File: config.mk
export PLATFORM = sky130hd
export DESIGN_NAME = srp_top
export DESIGN_NICKNAME = d
export VERILOG_FILES = /design/src/srp_pkg.sv /design/src/srp_rx_if.sv /design/src/srp_rx.sv /design/src/srp_top.sv
export VERILOG_INCLUDE_DIRS = /design/src
export SDC_FILE = /design/constraint.sdc
export NUM_CORES = 1
export LEC_CHECK = 0
export ABC_AREA = 1
export BUFFER_PORTS_ARGS = -buffer_cell sky130_fd_sc_hd__buf_2
export CORE_MARGIN = 5
export CORE_UTILIZATION = 39
export CTS_BUF_LIST = sky130_fd_sc_hd__clkbuf_8 sky130_fd_sc_hd__clkbuf_16
export CTS_CLUSTER_SIZE = 16
export DETAILED_ROUTE_END_ITERATION = 10
export SLEW_MARGIN = 0
export SYNTH_ARGS = -nofsm -noshare
export SYNTH_HDL_FRONTEND = slang
export SYNTH_SLANG_ARGS = --single-unit
File: constraint.sdc
create_clock -name hclk -period 2 [get_ports hclk]
set_input_delay 0.1 -clock hclk [delete_from_list [all_inputs] [get_ports hclk]]
set_output_delay 0.1 -clock hclk [all_outputs]
set_load 0.02 [all_outputs]
File: src/srp_defines.svh
// Purpose: constants for the serial port with handshake
// Assumes: 100 MHz hclk, AHB-Lite register access
// Notes: byte offsets are compared on haddr[7:0]
// What this block does
// - act as terminal equipment on the link
// - send characters on the transmit line
// - software flow keeps request-to-send always on
// - hardware flow: request-to-send means room left
// - start a character only while clear-to-send is asserted
// - terminal-ready output low in reset, asserted from the first clock after reset
// - seven or eight data bits
// - odd, even or no parity, both directions
// - stop bit count is selectable
// - programmable bit rate drives all timing
// - serial remote control forces talk-only bus
// - configuration changes act at once
`ifndef SRP_DEFINES_SVH
`define SRP_DEFINES_SVH
`define SRP_A_CTRL 8'h00
`define SRP_A_BAUD 8'h04
`define SRP_A_TXDATA 8'h08
`define SRP_A_RXDATA 8'h0C
`define SRP_A_STATUS 8'h10
`define SRP_CTRL_CHAR8 0
`define SRP_CTRL_PAR_LO 1
`define SRP_CTRL_PAR_HI 2
`define SRP_CTRL_STOP2 3
`define SRP_CTRL_FLOWSW 4
`define SRP_CTRL_REMOTE 5
`define SRP_ST_TXFULL 0
`define SRP_ST_TXBUSY 1
`define SRP_ST_RXFULL 2
`define SRP_ST_OVR 3
`define SRP_ST_PERR 4
`define SRP_ST_FERR 5
`define SRP_ST_PAUSED 6
`define SRP_ST_CTS 7
`define SRP_CTRL_RST 32'h0000_0001
`define SRP_XON 8'h11
`define SRP_XOFF 8'h13
`define SRP_CLK_HZ 100000000
`define SRP_BAUD_RST 9600
`define SRP_DIV_RST (`SRP_CLK_HZ / `SRP_BAUD_RST - 1)
`endif

File: src/srp_pkg.sv
// Purpose: shared types of the serial port
// Assumes: nothing
// Notes: one-hot state codes
package srp_pkg;
  typedef enum logic [4:0] {
    SRP_IDLE = 5'b00001,
    SRP_START = 5'b00010,
    SRP_DATA = 5'b00100,
    SRP_PAR = 5'b01000,
    SRP_STOP = 5'b10000
  } srp_state_e;
  typedef enum logic [1:0] {
    SRP_PAR_NONE = 2'b00,
    SRP_PAR_ODD = 2'b01,
    SRP_PAR_EVEN = 2'b10,
    SRP_PAR_RSVD = 2'b11
  } srp_parity_e;
endpackage

File: src/srp_rx_if.sv
// Purpose: link between port core and its receiver
// Assumes: single clock
// Notes: rxd is already synchronised
`timescale 1ns/1ps
`default_nettype none
interface srp_rx_if;
  logic char8;
  srp_pkg::srp_parity_e parity;
  logic [15:0] div;
  logic rxd;
  logic valid;
  logic [7:0] data;
  logic perr;
  logic ferr;
  modport core (output char8, output parity, output div, output rxd,
                input valid, input data, input perr, input ferr);
  modport rx (input char8, input parity, input div, input rxd,
              output valid, output data, output perr, output ferr);
endinterface
`default_nettype wire

File: src/srp_rx.sv
// Purpose: serial character receiver
// Assumes: bit period is div+1 clocks, rxd synchronised
// Notes: samples mid-bit; only the first stop bit is checked
`timescale 1ns/1ps
`default_nettype none
`include "srp_defines.svh"
module srp_rx (
  input wire logic hclk,
  input wire logic hresetn,
  srp_rx_if.rx rif
);
  srp_pkg::srp_state_e st;
  logic [15:0] cnt;
  logic [2:0] bitn;
  logic [7:0] sh;
  logic par_bad;
  logic tick;
  logic has_par;
  logic [2:0] last_bit;
  logic [7:0] word;
  logic exp_par;
  assign tick = (cnt == 16'h0000);
  assign has_par = (rif.parity == srp_pkg::SRP_PAR_ODD) || (rif.parity == srp_pkg::SRP_PAR_EVEN);
  assign last_bit = rif.char8 ? 3'd7 : 3'd6;
  assign word = rif.char8 ? sh : {1'b0, sh[7:1]};
  assign exp_par = (rif.parity == srp_pkg::SRP_PAR_ODD) ? ~^word : ^word;

  always_ff @(posedge hclk or negedge hresetn) begin
    if (!hresetn) begin
      st <= srp_pkg::SRP_IDLE;
      cnt <= 16'h0000;
      bitn <= 3'd0;
      sh <= 8'h00;
      par_bad <= 1'b0;
      rif.valid <= 1'b0;
      rif.data <= 8'h00;
      rif.perr <= 1'b0;
      rif.ferr <= 1'b0;
    end else begin
      rif.valid <= 1'b0;
      if (!tick && st != srp_pkg::SRP_IDLE) begin
        cnt <= cnt - 16'h0001;
      end
      unique case (st)
        srp_pkg::SRP_IDLE: begin
          // half a bit to land in the middle of the start bit
          if (!rif.rxd) begin
            cnt <= {1'b0, rif.div[15:1]};
            st <= srp_pkg::SRP_START;
          end
        end
        srp_pkg::SRP_START: begin
          if (tick) begin
            cnt <= rif.div;
            bitn <= 3'd0;
            par_bad <= 1'b0;
            // a glitch shorter than half a bit is not a start
            st <= rif.rxd ? srp_pkg::SRP_IDLE : srp_pkg::SRP_DATA;
          end
        end
        srp_pkg::SRP_DATA: begin
          if (tick) begin
            sh <= {rif.rxd, sh[7:1]};
            cnt <= rif.div;
            bitn <= bitn + 3'd1;
            if (bitn == last_bit) begin
              st <= has_par ? srp_pkg::SRP_PAR : srp_pkg::SRP_STOP;
            end
          end
        end
        srp_pkg::SRP_PAR: begin
          if (tick) begin
            par_bad <= (rif.rxd != exp_par);
            cnt <= rif.div;
            st <= srp_pkg::SRP_STOP;
          end
        end
        srp_pkg::SRP_STOP: begin
          if (tick) begin
            rif.valid <= 1'b1;
            rif.data <= word;
            rif.perr <= par_bad;
            rif.ferr <= !rif.rxd;
            st <= srp_pkg::SRP_IDLE;
          end
        end
        default: st <= srp_pkg::SRP_IDLE;
      endcase
    end
  end
endmodule
`default_nettype wire

File: src/srp_top.sv
// Purpose: serial port as terminal equipment with flow control
// Assumes: AHB-Lite single word transfers, one clock
// Notes: one-character buffer in each direction
//
// Added by the designer: the register addresses and the AHB-Lite register port.
`timescale 1ns/1ps
`default_nettype none
`include "srp_defines.svh"
module srp_top #(
  parameter logic [15:0] DIV_RESET = 16'(`SRP_DIV_RST)
) (
  input wire logic hclk,
  input wire logic hresetn,
  input wire logic hsel,
  input wire logic [31:0] haddr,
  input wire logic [1:0] htrans,
  input wire logic hwrite,
  input wire logic [2:0] hsize,
  input wire logic [31:0] hwdata,
  input wire logic hready,
  output logic [31:0] hrdata,
  output logic hreadyout,
  output logic hresp,
  input wire logic rxd,
  input wire logic cts,
  output logic txd,
  output logic rts,
  output logic dtr,
  output logic talk_only
);
  logic char8;
  srp_pkg::srp_parity_e parity;
  logic stop2;
  logic flow_sw;
  logic remote;
  logic [15:0] baud_div;
  logic wr_pend;
  logic [7:0] wr_addr;
  logic acc;
  logic rd_acc;
  logic pop;
  logic wr_ctrl;
  logic wr_baud;
  logic wr_tx;
  logic wr_stat;
  logic [31:0] rd_mux;
  logic [1:0] s1;
  logic [1:0] s2;
  logic [1:0] s3;
  logic [1:0] filt;
  logic rxd_f;
  logic cts_f;
  logic [7:0] rx_buf;
  logic rx_full;
  logic ovr;
  logic perr_f;
  logic ferr_f;
  logic is_ctl;
  logic store;
  logic peer_paused;
  logic send_xoff;
  logic send_xon;
  logic [7:0] tx_buf;
  logic tx_full;
  srp_pkg::srp_state_e tx_st;
  logic [15:0] tx_cnt;
  logic [2:0] tx_bit;
  logic [7:0] tx_sh;
  logic tx_par;
  logic stop_left;
  logic tx_tick;
  logic has_par;
  logic [2:0] last_bit;
  logic go;
  logic take_xoff;
  logic take_xon;
  logic take_data;
  logic [7:0] next_ch;
  logic [7:0] next_masked;

  srp_rx_if rif();
  srp_rx u_rx (
    .hclk(hclk),
    .hresetn(hresetn),
    .rif(rif)
  );
  // the receiver reads the live settings
  assign rif.char8 = char8;
  assign rif.parity = parity;
  assign rif.div = baud_div;
  assign rif.rxd = rxd_f;

  // bus: reads answer with no wait, writes land in the data phase
  assign acc = hsel & htrans[1] & hready;
  assign rd_acc = acc & ~hwrite;
  assign pop = rd_acc && (haddr[7:0] == `SRP_A_RXDATA);
  assign wr_ctrl = wr_pend && (wr_addr == `SRP_A_CTRL);
  assign wr_baud = wr_pend && (wr_addr == `SRP_A_BAUD);
  assign wr_tx = wr_pend && (wr_addr == `SRP_A_TXDATA);
  assign wr_stat = wr_pend && (wr_addr == `SRP_A_STATUS);

  always_comb begin
    rd_mux = 32'h0000_0000;
    unique case (haddr[7:0])
      `SRP_A_CTRL: begin
        rd_mux[`SRP_CTRL_CHAR8] = char8;
        rd_mux[`SRP_CTRL_PAR_HI:`SRP_CTRL_PAR_LO] = parity;
        rd_mux[`SRP_CTRL_STOP2] = stop2;
        rd_mux[`SRP_CTRL_FLOWSW] = flow_sw;
        rd_mux[`SRP_CTRL_REMOTE] = remote;
      end
      `SRP_A_BAUD: rd_mux[15:0] = baud_div;
      `SRP_A_RXDATA: rd_mux[7:0] = rx_buf;
      `SRP_A_STATUS: begin
        rd_mux[`SRP_ST_TXFULL] = tx_full;
        rd_mux[`SRP_ST_TXBUSY] = (tx_st != srp_pkg::SRP_IDLE);
        rd_mux[`SRP_ST_RXFULL] = rx_full;
        rd_mux[`SRP_ST_OVR] = ovr;
        rd_mux[`SRP_ST_PERR] = perr_f;
        rd_mux[`SRP_ST_FERR] = ferr_f;
        rd_mux[`SRP_ST_PAUSED] = peer_paused;
        rd_mux[`SRP_ST_CTS] = cts_f;
      end
      default: rd_mux = 32'h0000_0000;
    endcase
  end

  always_ff @(posedge hclk or negedge hresetn) begin
    if (!hresetn) begin
      hreadyout <= 1'b0;
      hresp <= 1'b0;
      hrdata <= 32'h0000_0000;
      wr_pend <= 1'b0;
      wr_addr <= 8'h00;
    end else begin
      hreadyout <= 1'b1;
      hresp <= 1'b0;
      wr_pend <= acc & hwrite;
      if (acc) begin
        wr_addr <= haddr[7:0];
      end
      if (rd_acc) begin
        hrdata <= rd_mux;
      end
    end
  end

  always_ff @(posedge hclk or negedge hresetn) begin
    if (!hresetn) begin
      char8 <= 1'(`SRP_CTRL_RST);
      parity <= srp_pkg::SRP_PAR_NONE;
      stop2 <= 1'b0;
      flow_sw <= 1'b0;
      remote <= 1'b0;
      baud_div <= DIV_RESET;
    end else begin
      if (wr_ctrl) begin
        char8 <= hwdata[`SRP_CTRL_CHAR8];
        parity <= srp_pkg::srp_parity_e'(hwdata[`SRP_CTRL_PAR_HI:`SRP_CTRL_PAR_LO]);
        stop2 <= hwdata[`SRP_CTRL_STOP2];
        flow_sw <= hwdata[`SRP_CTRL_FLOWSW];
        remote <= hwdata[`SRP_CTRL_REMOTE];
      end
      if (wr_baud) begin
        baud_div <= hwdata[15:0];
      end
    end
  end

  // pins from the partner: three flops, accept when stages two and three agree
  always_ff @(posedge hclk or negedge hresetn) begin
    if (!hresetn) begin
      s1 <= 2'b01;
      s2 <= 2'b01;
      s3 <= 2'b01;
      filt <= 2'b01;
    end else begin
      s1 <= {cts, rxd};
      s2 <= s1;
      s3 <= s2;
      filt <= (~(s2 ^ s3) & s3) | ((s2 ^ s3) & filt);
    end
  end
  assign rxd_f = filt[0];
  assign cts_f = filt[1];

  // under software flow the partner's Xon/Xoff are consumed, not buffered
  assign is_ctl = flow_sw && ((rif.data == `SRP_XON) || (rif.data == `SRP_XOFF));
  assign store = rif.valid && !is_ctl;

  always_ff @(posedge hclk or negedge hresetn) begin
    if (!hresetn) begin
      rx_buf <= 8'h00;
      rx_full <= 1'b0;
      ovr <= 1'b0;
      perr_f <= 1'b0;
      ferr_f <= 1'b0;
    end else begin
      // a character arriving while full is dropped and flagged
      if (store && (!rx_full || pop)) begin
        rx_buf <= rif.data;
      end
      rx_full <= store | (rx_full & ~pop);
      // error flags: write one to clear, a new event wins over the clear
      ovr <= (store & rx_full & ~pop) | (ovr & ~(wr_stat & hwdata[`SRP_ST_OVR]));
      perr_f <= (store & rif.perr) | (perr_f & ~(wr_stat & hwdata[`SRP_ST_PERR]));
      ferr_f <= (store & rif.ferr) | (ferr_f & ~(wr_stat & hwdata[`SRP_ST_FERR]));
    end
  end

  always_ff @(posedge hclk or negedge hresetn) begin
    if (!hresetn) begin
      peer_paused <= 1'b0;
      send_xoff <= 1'b0;
      send_xon <= 1'b0;
    end else if (!flow_sw) begin
      peer_paused <= 1'b0;
      send_xoff <= 1'b0;
      send_xon <= 1'b0;
    end else begin
      if (rif.valid && rif.data == `SRP_XOFF) begin
        peer_paused <= 1'b1;
      end else if (rif.valid && rif.data == `SRP_XON) begin
        peer_paused <= 1'b0;
      end
      if (store) begin
        send_xoff <= 1'b1;
        send_xon <= 1'b0;
      end else if (pop && rx_full) begin
        send_xon <= 1'b1;
        send_xoff <= 1'b0;
      end else begin
        send_xoff <= send_xoff & ~take_xoff;
        send_xon <= send_xon & ~take_xon;
      end
    end
  end

  always_ff @(posedge hclk or negedge hresetn) begin
    if (!hresetn) begin
      tx_buf <= 8'h00;
      tx_full <= 1'b0;
    end else begin
      // a write while the buffer is full is ignored
      if (wr_tx && !tx_full) begin
        tx_buf <= hwdata[7:0];
      end
      tx_full <= (wr_tx & ~tx_full) | (tx_full & ~take_data);
    end
  end

  // flow control characters go ahead of buffered data
  assign go = (tx_st == srp_pkg::SRP_IDLE) && cts_f &&
              (send_xoff || send_xon || (tx_full && !peer_paused));
  assign take_xoff = go && send_xoff;
  assign take_xon = go && !send_xoff && send_xon;
  assign take_data = go && !send_xoff && !send_xon;
  assign next_ch = send_xoff ? `SRP_XOFF : (send_xon ? `SRP_XON : tx_buf);
  assign next_masked = char8 ? next_ch : {1'b0, next_ch[6:0]};
  assign tx_tick = (tx_cnt == 16'h0000);
  assign has_par = (parity == srp_pkg::SRP_PAR_ODD) || (parity == srp_pkg::SRP_PAR_EVEN);
  assign last_bit = char8 ? 3'd7 : 3'd6;

  always_ff @(posedge hclk or negedge hresetn) begin
    if (!hresetn) begin
      tx_st <= srp_pkg::SRP_IDLE;
      tx_cnt <= 16'h0000;
      tx_bit <= 3'd0;
      tx_sh <= 8'h00;
      tx_par <= 1'b0;
      stop_left <= 1'b0;
      txd <= 1'b1;
    end else begin
      if (!tx_tick && tx_st != srp_pkg::SRP_IDLE) begin
        tx_cnt <= tx_cnt - 16'h0001;
      end
      unique case (tx_st)
        srp_pkg::SRP_IDLE: begin
          txd <= 1'b1;
          if (go) begin
            tx_st <= srp_pkg::SRP_START;
            txd <= 1'b0;
            tx_cnt <= baud_div;
            tx_sh <= next_masked;
            tx_bit <= 3'd0;
            tx_par <= (parity == srp_pkg::SRP_PAR_ODD) ? ~^next_masked : ^next_masked;
          end
        end
        srp_pkg::SRP_START: begin
          if (tx_tick) begin
            tx_st <= srp_pkg::SRP_DATA;
            txd <= tx_sh[0];
            tx_sh <= {1'b0, tx_sh[7:1]};
            tx_cnt <= baud_div;
          end
        end
        srp_pkg::SRP_DATA: begin
          if (tx_tick) begin
            tx_cnt <= baud_div;
            if (tx_bit == last_bit) begin
              tx_st <= has_par ? srp_pkg::SRP_PAR : srp_pkg::SRP_STOP;
              txd <= has_par ? tx_par : 1'b1;
              stop_left <= stop2;
            end else begin
              txd <= tx_sh[0];
              tx_sh <= {1'b0, tx_sh[7:1]};
              tx_bit <= tx_bit + 3'd1;
            end
          end
        end
        srp_pkg::SRP_PAR: begin
          if (tx_tick) begin
            tx_st <= srp_pkg::SRP_STOP;
            txd <= 1'b1;
            tx_cnt <= baud_div;
          end
        end
        srp_pkg::SRP_STOP: begin
          if (tx_tick) begin
            if (stop_left) begin
              stop_left <= 1'b0;
              tx_cnt <= baud_div;
            end else begin
              tx_st <= srp_pkg::SRP_IDLE;
            end
          end
        end
        default: tx_st <= srp_pkg::SRP_IDLE;
      endcase
    end
  end

  always_ff @(posedge hclk or negedge hresetn) begin
    if (!hresetn) begin
      rts <= 1'b0;
      dtr <= 1'b0;
      talk_only <= 1'b0;
    end else begin
      rts <= flow_sw | ~rx_full;
      dtr <= 1'b1;
      talk_only <= remote;
    end
  end
endmodule
`default_nettype wire

---- Yosys cells after proc, flatten, opt, wreduce, memory -nomap -nowiden ----
Cells that the tools add are included.
operators by class
  equality and inequality tests ........... 40
  bitwise logic cells ..................... 40
  reductions and logical operators ........ 62
  multiplexer cells ....................... 74
  add/subtract/negate cells ............... 4
operators with widths
  kind                   number
  $mux 16                8
  $mux 8                 9
  $mux 5                 14
  $pmux 5 s5             2
  $pmux 16 s3            1
  $eq 8x5->1 const B     4
  $logic_not 16->1       2
  $pmux 16 s2            1
  $sub 16x1->16 const B  2
  $mux 1                 25
  $pmux 6 s4             1
  $pmux 8 s3             1
  $logic_and 1x1->1      21
  $and 1x1->1            19
  $mux 3                 6
  $ne 2x2->1 const B     9
  $eq 8x3->1 const B     2
  $eq 8x4->1 const B     2
  $logic_not 8->1        2
  $reduce_xnor 8->1      2
  $reduce_xor 8->1       2
  $pmux 3 s2             2
  $reduce_and 4->1       3
  $eq 5x1->1 const B     2
  other kinds (32)       78
storage, ports and cells
  input bits .............................. 76
  output and inout bits ................... 38
  logic and storage cells ................. 262
  register bits after elaboration ......... 161

---- Longest topological paths before layout ----
Gate-level depths: netlist of the first run.
  word-level depth ........................ 11
  gate-level depth with buffers ........... 13
  depth with buffers taken out ............ 13

---- Cells and area by module ----
A second synthesis of the first run with hierarchy kept.
unflattened totals
  cell total of the unflattened synthesis .. 1192
  area, all modules ....................... 9019.9 um^2
modules (own cells, without submodules)
  module   area each (um^2)  cells each  sequential area each (um^2)  instances
  srp_top  6005.8            762         2946.6                       1
  srp_rx   3014.1            430         1102.3                       1

---- Worst setup path after synthesis of the first run ----
No wires, ideal clock.
  path kind ............................... register to register
  start ................................... register u_rx.cnt[0]
  end ..................................... register u_rx.rif.ferr
  data arrival time ....................... 1553 ps
  data required time ...................... 1868 ps
  cell stages (with the launch flop) ...... 11
  slack ................................... 314 ps
  path buffers ............................ 1
  clock period less this slack ............ 1686 ps
  library setup time ...................... 132 ps
  cell sequence ........................... dfrtp_1 -> inv_1 -> ha_1 -> nand2_1 -> nor2_2 -> nand2_2 -> clkinv_2 -> nand2_2 -> buf_4 -> nand2_1 -> o21ai_1
between the ends
  word-level cells in the longest chain between the ends .. 2
RTL lines
  what                        RTL line         text
  from (decl)                 srp_rx.sv:13     logic [15:0] cnt;
  from (signal assigned)      srp_rx.sv:42     cnt <= cnt - 16'h0001;
  from (signal assigned)      srp_rx.sv:48     cnt <= {1'b0, rif.div[15:1]};
  from (signal assigned)      srp_rx.sv:54     cnt <= rif.div;
  $logic_not 16->1            srp_rx.sv:22     assign tick = (cnt == 16'h0000);
  $reduce_and 2->1 (no line)  n/a
  to (signal assigned)        srp_rx.sv:83     rif.ferr <= !rif.rxd;
  to (decl)                   srp_rx_if.sv:18  output valid, output data, output perr, output ferr);
No other way between the ends.
A chain may end at the register's enable or synchronous reset.

---- Worst setup path after layout of the first run ----
  start ................................... register char8
  end ..................................... register tx_st[3]
between the ends
  word-level cells in the longest chain between the ends .. 4
RTL lines
  what                        RTL line        text
  from (decl)                 srp_top.sv:31   logic char8;
  from (signal assigned)      srp_top.sv:150  char8 <= 1'(`SRP_CTRL_RST);
  from (signal assigned)      srp_top.sv:158  char8 <= hwdata[`SRP_CTRL_CHAR8];
  $mux 1                      srp_top.sv:262  assign last_bit = char8 ? 3'd7 : 3'd6;
  $eq 3x3->1                  srp_top.sv:300  if (tx_bit == last_bit) begin
  $ne 2x2->1 (no line)        n/a
  $reduce_and 7->1 (no line)  n/a
  to (signal assigned)        srp_top.sv:266  tx_st <= srp_pkg::SRP_IDLE;
  to (signal assigned)        srp_top.sv:301  tx_st <= has_par ? srp_pkg::SRP_PAR : srp_pkg::SRP_STOP;
  to (signal assigned)        srp_top.sv:313  tx_st <= srp_pkg::SRP_STOP;
  to (decl)                   srp_top.sv:65   srp_pkg::srp_state_e tx_st;
No other way between the ends.

==> results of run 1 <==
## logic make-up (layout without fill, tap and decap cells)
logic type	after synthesis	in the layout	share of synthesized area (%)
adder cells (fa/ha/maj)	8	8	1.05
buffers and inverters	196	288	9.64
flip-flops	161	161	44.9
XOR/XNOR	23	23	2.23
AND/OR/NAND/NOR	612	612	29.4
other	2	18	0.0832
multiplexers	3	3	0.347
AO/OA/AOI/OAI	202	202	12.4
## synth_stat cells (7+ instances only)
cell type / count
o21ai_0: 108
clkbuf_1: 8
nor2_1: 106
o22ai_1: 8
a21oi_1: 42
dfrtp_1: 145
inv_1: 144
nor3_1: 7
buf_4: 20
o21ai_2: 14
xnor2_1: 8
nand3_1: 85
nand4_1: 17
nand2_2: 12
dfstp_2: 16
buf_2: 9
nand2_1: 358
xor2_1: 15
o21ai_1: 12
## cell type report
type	instances	area, um^2
multi-input combinational	866	4210
inverter	150	568
clock buffer	17	425
tap	285	357
timing repair buffer	106	749
fill	2272	12200
sequential	161	4050
clock inverter	15	171
## final timing paths
kind	startpoint	to	slack (ns)	depth (start not counted)
setup / recovery	char8	tx_st[3]	0.20	8
hold / removal	haddr[1]	wr_addr[1]	-0.008	3
setup reg to reg	char8	tx_st[3]	0.20	8
hold reg to reg	s1[1]	s2[1]	0.36	0
max in group asynchronous	hresetn	baud_div[0]	1.11	3
min in group asynchronous	hresetn	tx_cnt[12]	0.16	2
## routing by layer
layer	share of wire [%]	GRT usage, %
met2	47	29.5
met5	0	0
met3	4.8	3.02
met1	47	25.7
met4	1.5	5.57
## registers in the layout, summed over array words and instances (netlist names), 2 cells and up, named ones only
signal,count
baud_div,16
hrdata,16
parity,2
rx_buf,8
s1,2
s2,2
s3,2
tx_bit,3
tx_buf,8
tx_cnt,16
tx_sh,8
tx_st,5
u_rx.bitn,3
u_rx.cnt,16
u_rx.rif.data,8
u_rx.sh,8
u_rx.st,5
wr_addr,8
## per-stage QoR
| stage | total power [mW] | instances | instance area [um^2] | hold slack (ns) | setup WS (ns) |
|---|---|---|---|---|---|
| detailed placement | 6.79 | 1546 | 9660 | 0.0632 | 0.0337 |
| global placement | 6.73 | 1546 | 9660 | 0.0637 | 0.118 |
| CTS | 10.2 | 1599 | 10500 | 0.000262 | 0.00150 |
| floorplan | 6.13 | 1223 | 9080 | -0.196 | 0.314 |
| finish | 10.1 | 1600 | 10500 | -0.00756 | 0.202 |
| global route | 10.8 | 1600 | 10500 | 0.00642 | 0.0129 |
## power breakdown
part           total [mW]  switching, mW  internal (mW)
combinational        2.56           1.62          0.936
sequential           4.21          0.462           3.75
clock                3.35           1.47           1.88
## timing repair
action / CTS / global route
hold buffers: 21 / 0
hold endpoints to repair: 84 / 0
gates resized for setup: 0 / 14
setup endpoints to repair: 0 / 51
setup buffers: 0 / 1
## tightest hold or removal path: stages
cell and delay [ns]:
buf_2 0.11, inv_1 0.08, o21ai_0 0.09
==> results by group, run 1 <==
Worst setup path
  – Crit path cell chain: inv_1 -> nand2_1 -> nand4_1 -> inv_1 -> nor2_1 -> a21oi_1 -> nand3_1 -> o21ai_0
  – Critical path arrival: about 2.1 ns
  – Most common cell on crit path: inv_1
  – Critical path type: reg2reg
  – CP max-delay cell: dfstp_2
  – Critical path fanouts, max: 5
  – CP peak stage delay: ~0.58 ns
  – Critical Path RT: 2.34 ns
  – Buf+Inv Stages, Crit Path: 2
  – CP Capture Type: flip-flop
  – Crit path max-delay family: flip-flops
  – Startpoint types: flip-flop

Timing
  – Unrepaired setup endpoints after global routing: no
  – Minimum clock period: around 1.8 ns
  – Final setup fails: 0
  – Hold slack final: -0.00756 ns
  – Final TNS setup: 0 ns
  – Max Fclk: between 500 and 600 MHz
  – Clock skew: around 0.013 ns
  – Final Hold Vio Count: 2
  – Post-route clock period utilization: around 90%
  – Final max-slew violation count: 0

Floorplan
  – Ports: approximately 110
  – Cell row count: 55
  – Die ar.: between 20,000 and 30,000 um^2
  – Chip height: ~160 um
  – Die width: around 160 um
  – Initial Utilization: roughly two fifths
  – Core Footprint: 22,700 um^2

Routing
  – Vias per cell: approximately 5.0
  – First-pass detailed-route iteration total: 5
  – Final WL: approximately 23 mm
  – Vias: 7,957
  – Initial DRC Count: 598
  – # DRC: 0
  – WL per Instance: about 15 um
  – Post-route ant nets: 0

Status
  – Outcome: finished, violations left
  – Failing checks: hold timing

Logic synthesis
  – Top post-synthesis cells by area: dfrtp_1 (40%), nand2_1 (15%), inv_1 (6.0%)
  – Most used DFF post-synth: dfrtp_1
  – Number of synthesized register bits: around 160
  – Yosys warnings: 0
  – Seq/Total Area, Yosys: between 40 and 50%
  – Synth Cell Area: roughly 9000 um^2
  – EDFF count, synth: 0
  – Synth async-reset ratio: 100%
  – Gate Count Post-Synth: between 1k and 1.5k
  – Leading area contributor after synthesis: dfrtp_1
  – Post-synth cell types: 50
  – Yosys top cell area share: 40.2%
  – Mean Syn Cell Area: 7.47 um^2

Job
  – # Max-Cap Violations: 0

Clock network
  – TritonCTS Buffers: 17
  – CTS max path bufs: 2
  – Reg clk slew, reported paths: ~0.07 ns
  – Htree depth: 4
  – Clock tree from TritonCTS: built
  – Root Driver: clkbuf_16
  – Worst-Skew Late Latency: 0.44 ns
  – Clock sinks: between 150 and 200

Place
  – Post-DP HPWL: roughly 18 mm
  – GP Congestion: around 0.88
  – I/O Buffers: 52

Power
  – Power Dens Cells: around 960 nW/um^2
  – Maximum vdd drop: approximately 450 uV
  – Lkg Pwr: around 5.2 nW

Cells and area
  – Most frequent cells in the layout: nand2_1 (357), dfrtp_1 (145), inv_1 (144)
  – Layout Utilization: between 40% and 50%
  – Final Net Count: roughly 1.4k
  – Area growth, synth to finish: 16.7%
  – Ratio of cells with drive above 1 in the final layout: approximately 14%
  – Most common cell after layout, fill and taps aside: nand2_1
  – Ant diodes: 0

Global route
  – Total congestion overflow: 0
  – First-pass GRT wire length: 39.0 mm
  – Initial antenna violation count: 0
  – Largest net degree at the start of global routing: 50
  – Total GRT Usage: 18.4%
  – Number of global-route vias before repair: between 7k and 8k

Hold path
  – Min-delay worst type: in2reg
(Power assumes the default switching activity.)
==> run 2: changes to the inputs <==
--- a/config.mk
+++ b/config.mk
@@ -9,7 +9,7 @@
 export ABC_AREA = 1
 export BUFFER_PORTS_ARGS = -buffer_cell sky130_fd_sc_hd__buf_2
 export CORE_MARGIN = 5
-export CORE_UTILIZATION = 39
+export CORE_UTILIZATION = 35
 export CTS_BUF_LIST = sky130_fd_sc_hd__clkbuf_8 sky130_fd_sc_hd__clkbuf_16
 export CTS_CLUSTER_SIZE = 16
 export DETAILED_ROUTE_END_ITERATION = 10
==> results by group, run 2 (synthesis results as in run 1) <==
Timing
  – Clock skew: 0.0110 ns
  – Unrepaired setup endpoints after global routing: no
  – Slew Limit Headroom: 55.0%
  – Minimum clock period: approximately 1.8 ns
  – Final TNS setup: 0 ns
  – Final max-slew violation count: 0
  – Final setup fails: 0
  – Post-route clock period utilization: around nine tenths
  – Final worst slack: 0.201 ns
  – Final Hold Vio Count: 0
  – Worst-margin pin slew: just under 0.7 ns
  – Max Fclk: around 560 MHz

Floorplan
  – Die width: between 150 and 200 um
  – Cell row count: 58
  – Chip height: ~170 um
  – Initial Utilization: a little over a third
  – Ports: approximately 110
  – Core Footprint: about 25,000 um^2
  – Die ar.: 29,100 um^2

Cells and area
  – Ratio of cells with drive above 1 in the final layout: between 10% and 20%
  – Most common cell after layout, fill and taps aside: nand2_1
  – Area growth, synth to finish: 16.9%
  – Register area: approximately 4000 um^2
  – Ant diodes: 0
  – Final Net Count: 1,383
  – Multi-input gate area: approximately 4200 um^2
  – Fill cells: ~2.6k
  – Most frequent cells in the layout: nand2_1 (358), inv_1 (147), dfrtp_1 (145)

Hold path
  – Min-delay worst type: in2reg
  – Worst Hold Path Cells: 3
  – Worst hold start: hwdata[1]

Worst setup path
  – Setup crit start: wr_addr[5]
  – Crit path cell chain: nor3_2 -> nand2_1 -> nor4_4 -> nand2_2 -> nand2_1 -> o21ai_2
  – CP Depth: 6
  – Critical path arrival: approximately 2.1 ns
  – R2R Path Start: wr_addr[5]
  – Critical path type: reg2reg
  – Critical Path RT: around 2.3 ns
  – Critical path fanouts, max: 23
  – Crit path max-delay family: simple AND/OR/NAND/NOR gates
  – CP peak stage delay: around 0.38 ns
  – Most common cell on crit path: nand2_1
  – CP max-delay cell: dfrtp_1
  – Buf+Inv Stages, Crit Path: 0
  – CP Capture Type: flip-flop
  – Startpoint types: flip-flop
  – Cell depth of the worst flop-to-flop path: 6

Clock network
  – Worst-Skew Late Latency: roughly 0.43 ns
  – Reg clk slew, reported paths: around 0.06 ns
  – Clock tree from TritonCTS: built
  – CTS max path bufs: 2
  – Clock sinks: 161
  – TritonCTS Buffers: 17
  – Root Driver: clkbuf_16
  – Htree depth: 4

Power
  – Clock Power Share: a little under a third
  – Power Dens Cells: between 900 and 1000 nW/um^2
  – Logic gate share of total power: 26.3%
  – Lkg Pwr: approximately 5.2 nW
  – Switching power: approximately 3.5 mW
  – Seq pwr share: between 40% and 50%
  – Pint: around 6.4 mW
  – Maximum vdd drop: slightly below 600 uV
  – Final total power: between 9 and 10 mW
  – Net Sw Frac: roughly a third

Place
  – Post-DP HPWL: between 15 and 20 mm
  – Placement Setup Slack: about 0.11 ns
  – GP Congestion: 0.891
  – I/O Buffers: 52

Global route
  – Total congestion overflow: 0
  – Total GRT Usage: between 10% and 20%
  – Number of global-route vias before repair: between 7k and 8k
  – Largest net degree at the start of global routing: 54
  – First-pass GRT wire length: 38.9 mm
  – Initial antenna violation count: 0

Routing
  – Post-route ant nets: 0
  – Vias: around 7.9k
  – Initial DRC Count: around 700
  – Vias per cell: roughly 4.8
  – First-pass detailed-route iteration total: 5
  – # DRC: 0
  – WL per Instance: roughly 14 um
  – Final WL: around 23 mm

Job
  – # Max-Cap Violations: 0

Status
  – Outcome: completed
run 2: final cells by class:
class                      count  share of cell area, %
timing repair buffer         105                   7.18
clock inverter                14                   1.12
tap                          330                   3.92
clock buffer                  18                   4.16
multi-input combinational    866                   39.9
sequential                   161                   38.4
inverter                     150                   5.37
run 2: stage by stage:
stage	utilization (%)	std cells	instance area, um^2	hold slack (ns)
6_report	41.8	1644	10500	0.0118
5_1_grt	41.8	1644	10500	0.0161
4_1_cts	41.5	1643	10500	0.00893
3_5_place_dp	38.4	1589	9710	0.0803
3_3_place_gp	38.4	1589	9710	0.0768
2_1_floorplan	-	1223	9080	-0.196
run 2: repair_timing:
| item | CTS | global route |
|---|---|---|
| hold buffers | 22 | 0 |
| endpoints found under the setup margin | 0 | 33 |
| gates resized for setup | 0 | 13 |
| hold endpoints to repair | 64 | 0 |
| buffers inserted | 0 | 1 |
run 2: worst paths after layout:
| check | endpoint | slack, ns |
|---|---|---|
| min in group asynchronous | tx_cnt[7] | 0.19 |
| worst min-delay path | baud_div[1] | 0.01 |
| worst max-delay path | baud_div[4] | 0.20 |
| worst min register to register | s2[1] | 0.36 |
| worst max register to register | baud_div[4] | 0.20 |
| max in group asynchronous | baud_div[3] | 1.07 |
run 2: per-layer routing:
metal	track usage, %	up-vias	wire length [um]
li1	-	4031	-
met3	2.56	10	1040
met5	0	-	0
met1	23.7	3670	11200
met2	27.0	155	10800
met4	3.26	0	180
run 2: worst reg2reg max path, cell delays in order (launching register included):
cell	delay, ns
dfrtp_1	0.38
nor3_2	0.34
nand2_1	0.18
nor4_4	0.19
nand2_2	0.34
nand2_1	0.19
o21ai_2	0.06
run 2: power by group through the flow:
stage | Clock (mW) | Combinational, mW | Sequential (mW)
floorplan | 0 | 1.98 | 4.14
global placement | 0 | 2.49 | 4.26
detailed placement | 0 | 2.56 | 4.26
CTS | 3.18 | 2.60 | 4.21
global route | 3.33 | 2.99 | 4.28
finish | 3.10 | 2.61 | 4.21
==> run 3: changes to the inputs <==
--- a/config.mk
+++ b/config.mk
@@ -13,6 +13,7 @@
 export CTS_BUF_LIST = sky130_fd_sc_hd__clkbuf_8 sky130_fd_sc_hd__clkbuf_16
 export CTS_CLUSTER_SIZE = 16
 export DETAILED_ROUTE_END_ITERATION = 10
+export PLACE_DENSITY = 0.5
 export SLEW_MARGIN = 0
 export SYNTH_ARGS = -nofsm -noshare
 export SYNTH_HDL_FRONTEND = slang
==> constraint.sdc (replaced) <==
create_clock -name hclk -period 2 [get_ports hclk]
set_input_delay 0 -clock hclk [delete_from_list [all_inputs] [get_ports hclk]]
set_output_delay 0 -clock hclk [all_outputs]
set_load 0.02 [all_outputs]
==> results by group, run 3 (synthesis results as in run 1) <==
Floorplan
  – Initial Utilization: between 30% and 40%
  – Die width: 171 um
  – Ports: 114
  – Die ar.: a little under 30,000 um^2
  – Core Footprint: 25,300 um^2
  – Cell row count: just under 60
  – Chip height: approximately 170 um

Timing
  – Slew Limit Headroom: between 50% and 60%
  – Minimum clock period: 1.82 ns
  – Worst-margin pin slew: around 0.61 ns
  – Hold slack final: about 0.06 ns
  – Final setup fails: 0
  – Final Hold Vio Count: 0
  – Max Fclk: 550 MHz
  – Final max-slew violation count: 0
  – Clock skew: 0.0159 ns
  – Post-route clock period utilization: approximately nine tenths

Power
  – Power Dens Cells: between 900 and 1000 nW/um^2
  – Net Sw Frac: a little over a third
  – Switching power: 3.54 mW
  – Logic gate share of total power: around 26%
  – Lkg Pwr: between 5 and 6 nW
  – Maximum vdd drop: slightly above 600 uV
  – Seq pwr share: between 40% and 50%
  – Pint: ~6.6 mW
  – Clock Power Share: approximately a third

Worst setup path
  – Critical path arrival: between 2 and 2.5 ns
  – CP Capture Type: flip-flop
  – Critical path fanouts, max: 16
  – Reg-to-reg endpoint: tx_sh[1]
  – Reg2reg setup slack: 0.18 ns
  – Critical path type: reg2reg
  – R2R Path Start: tx_st[2]
  – Cell depth of the worst flop-to-flop path: 10
  – Startpoint types: flip-flop
  – Critical Path RT: between 2 and 2.5 ns

Cells and area
  – Final Net Count: about 1.4k
  – Fill cells: between 2k and 3k
  – Most frequent cells in the layout: nand2_1 (355), dfrtp_1 (145), inv_1 (144)
  – Multi-input gate area: about 4300 um^2
  – Ant diodes: 0
  – Ratio of cells with drive above 1 in the final layout: 15.2%
  – Register area: 4050 um^2
  – Most common cell after layout, fill and taps aside: nand2_1
  – Non-Filler Instances: between 1.5k and 2k
  – Layout Utilization: 42.5%
  – Area growth, synth to finish: 19.1%

Hold path
  – Min-delay worst type: in2async

Clock network
  – CTS max path bufs: 2
  – Worst-Skew Late Latency: approximately 0.43 ns
  – Htree depth: 4
  – Clock sinks: around 160
  – TritonCTS Buffers: 17
  – Clock tree from TritonCTS: built
  – Reg clk slew, reported paths: roughly 0.07 ns
  – Root Driver: clkbuf_16

Routing
  – First-pass detailed-route iteration total: 6
  – Initial DRC Count: 526
  – # DRC: 0
  – WL per Instance: ~15 um
  – Vias per cell: around 4.8
  – Post-route ant nets: 0
  – Vias: slightly below 8k
  – Final WL: 24.7 mm

Global route
  – Total congestion overflow: 0
  – Total GRT Usage: 17.5%
  – First-pass GRT wire length: between 40 and 50 mm
  – Initial antenna violation count: 0
  – Number of global-route vias before repair: roughly 7.6k
  – Largest net degree at the start of global routing: 48

Place
  – GP Congestion: ~0.85
  – Post-DP HPWL: roughly 18 mm
  – Placed insts: roughly 1.6k
  – I/O Buffers: 52

Status
  – Outcome: completed

Job
  – # Max-Cap Violations: 0
-- run 3: cell count changes in the layout (fill, tap and decap cells not counted), moves of 2 or more --
cell	change
buf_4	+8
dlygate4sd3_1	+6
nand2_2	+4
inv_1	-3
nand2_1	-3
ha_1	-2
ha_2	+2
nand3_4	+2
o21ai_0	+2
o21ai_1	-2
-- run 3: per-layer routing --
layer	vias up	part of all wire, %	GRT usage [%]
met1	3718	49	24.9
met3	10	3.8	2.59
met2	144	47	28.4
li1	4062	-	-
met4	0	0.62	3.68
met5	-	0	0
-- run 3: layout make-up --
type / instances / share of cell area, %
clock buffer: 19 / 4.22
clock inverter: 12 / 1.25
inverter: 150 / 5.28
multi-input combinational: 868 / 39.6
sequential: 161 / 37.7
tap: 330 / 3.84
timing repair buffer: 119 / 8.08
-- run 3: how the worst max path moves through the flow --
stage                     slack, ns             to  cells past startpoint   startpoint
after floorplan                0.31  u_rx.rif.ferr                     10  u_rx.cnt[0]
after global placement         0.11       tx_st[0]                      8    tx_cnt[0]
after detailed placement       0.09       tx_st[0]                      8    tx_cnt[0]
after CTS                      0.08       tx_st[0]                      8    tx_cnt[0]
after global routing          -0.03     tx_cnt[14]                     11    tx_cnt[0]
final                          0.18       tx_sh[1]                     10     tx_st[2]
-- run 3: worst max-delay path: stages, from the launching register on --
cell and delay (ns):
dfrtp_1 0.43, nor2_2 0.19, nand2_2 0.12, nor2_8 0.18, nand3_4 0.18, nand2_2 0.12, nand2_2 0.07, nor2_4 0.10
nand2_4 0.15, nand2_1 0.09, o21ai_0 0.07
-- run 3: stage by stage --
| step | setup TNS [ns] | total power, mW | cell area [um^2] | setup WS [ns] |
|---|---|---|---|---|
| 6_report | 0 | 10.2 | 10700 | 0.183 |
| 3_5_place_dp | 0 | 6.80 | 9750 | 0.0860 |
| 4_1_cts | 0 | 10.2 | 10600 | 0.0778 |
| 3_3_place_gp | 0 | 6.77 | 9750 | 0.115 |
| 5_1_grt | -0.0879 | 10.9 | 10700 | -0.0255 |
| 2_1_floorplan | 0 | 6.13 | 9080 | 0.314 |
-- run 3: what timing repair did --
| item | in CTS | in global routing |
|---|---|---|
| hold buffers | 28 | 0 |
| setup endpoints to repair | 0 | 47 |
| hold endpoints to repair | 189 | 0 |
| gates resized for setup | 0 | 21 |
| buffers inserted | 0 | 3 |
-- run 3: power groups by stage --
stage               clock network (mW)  registers (mW)  logic (mW)
floorplan                            0            4.14        1.98
global route                      3.55            4.29        3.06
detailed placement                   0            4.27        2.53
global placement                     0            4.27        2.50
CTS                               3.43            4.22        2.58
finish                            3.32            4.22        2.62
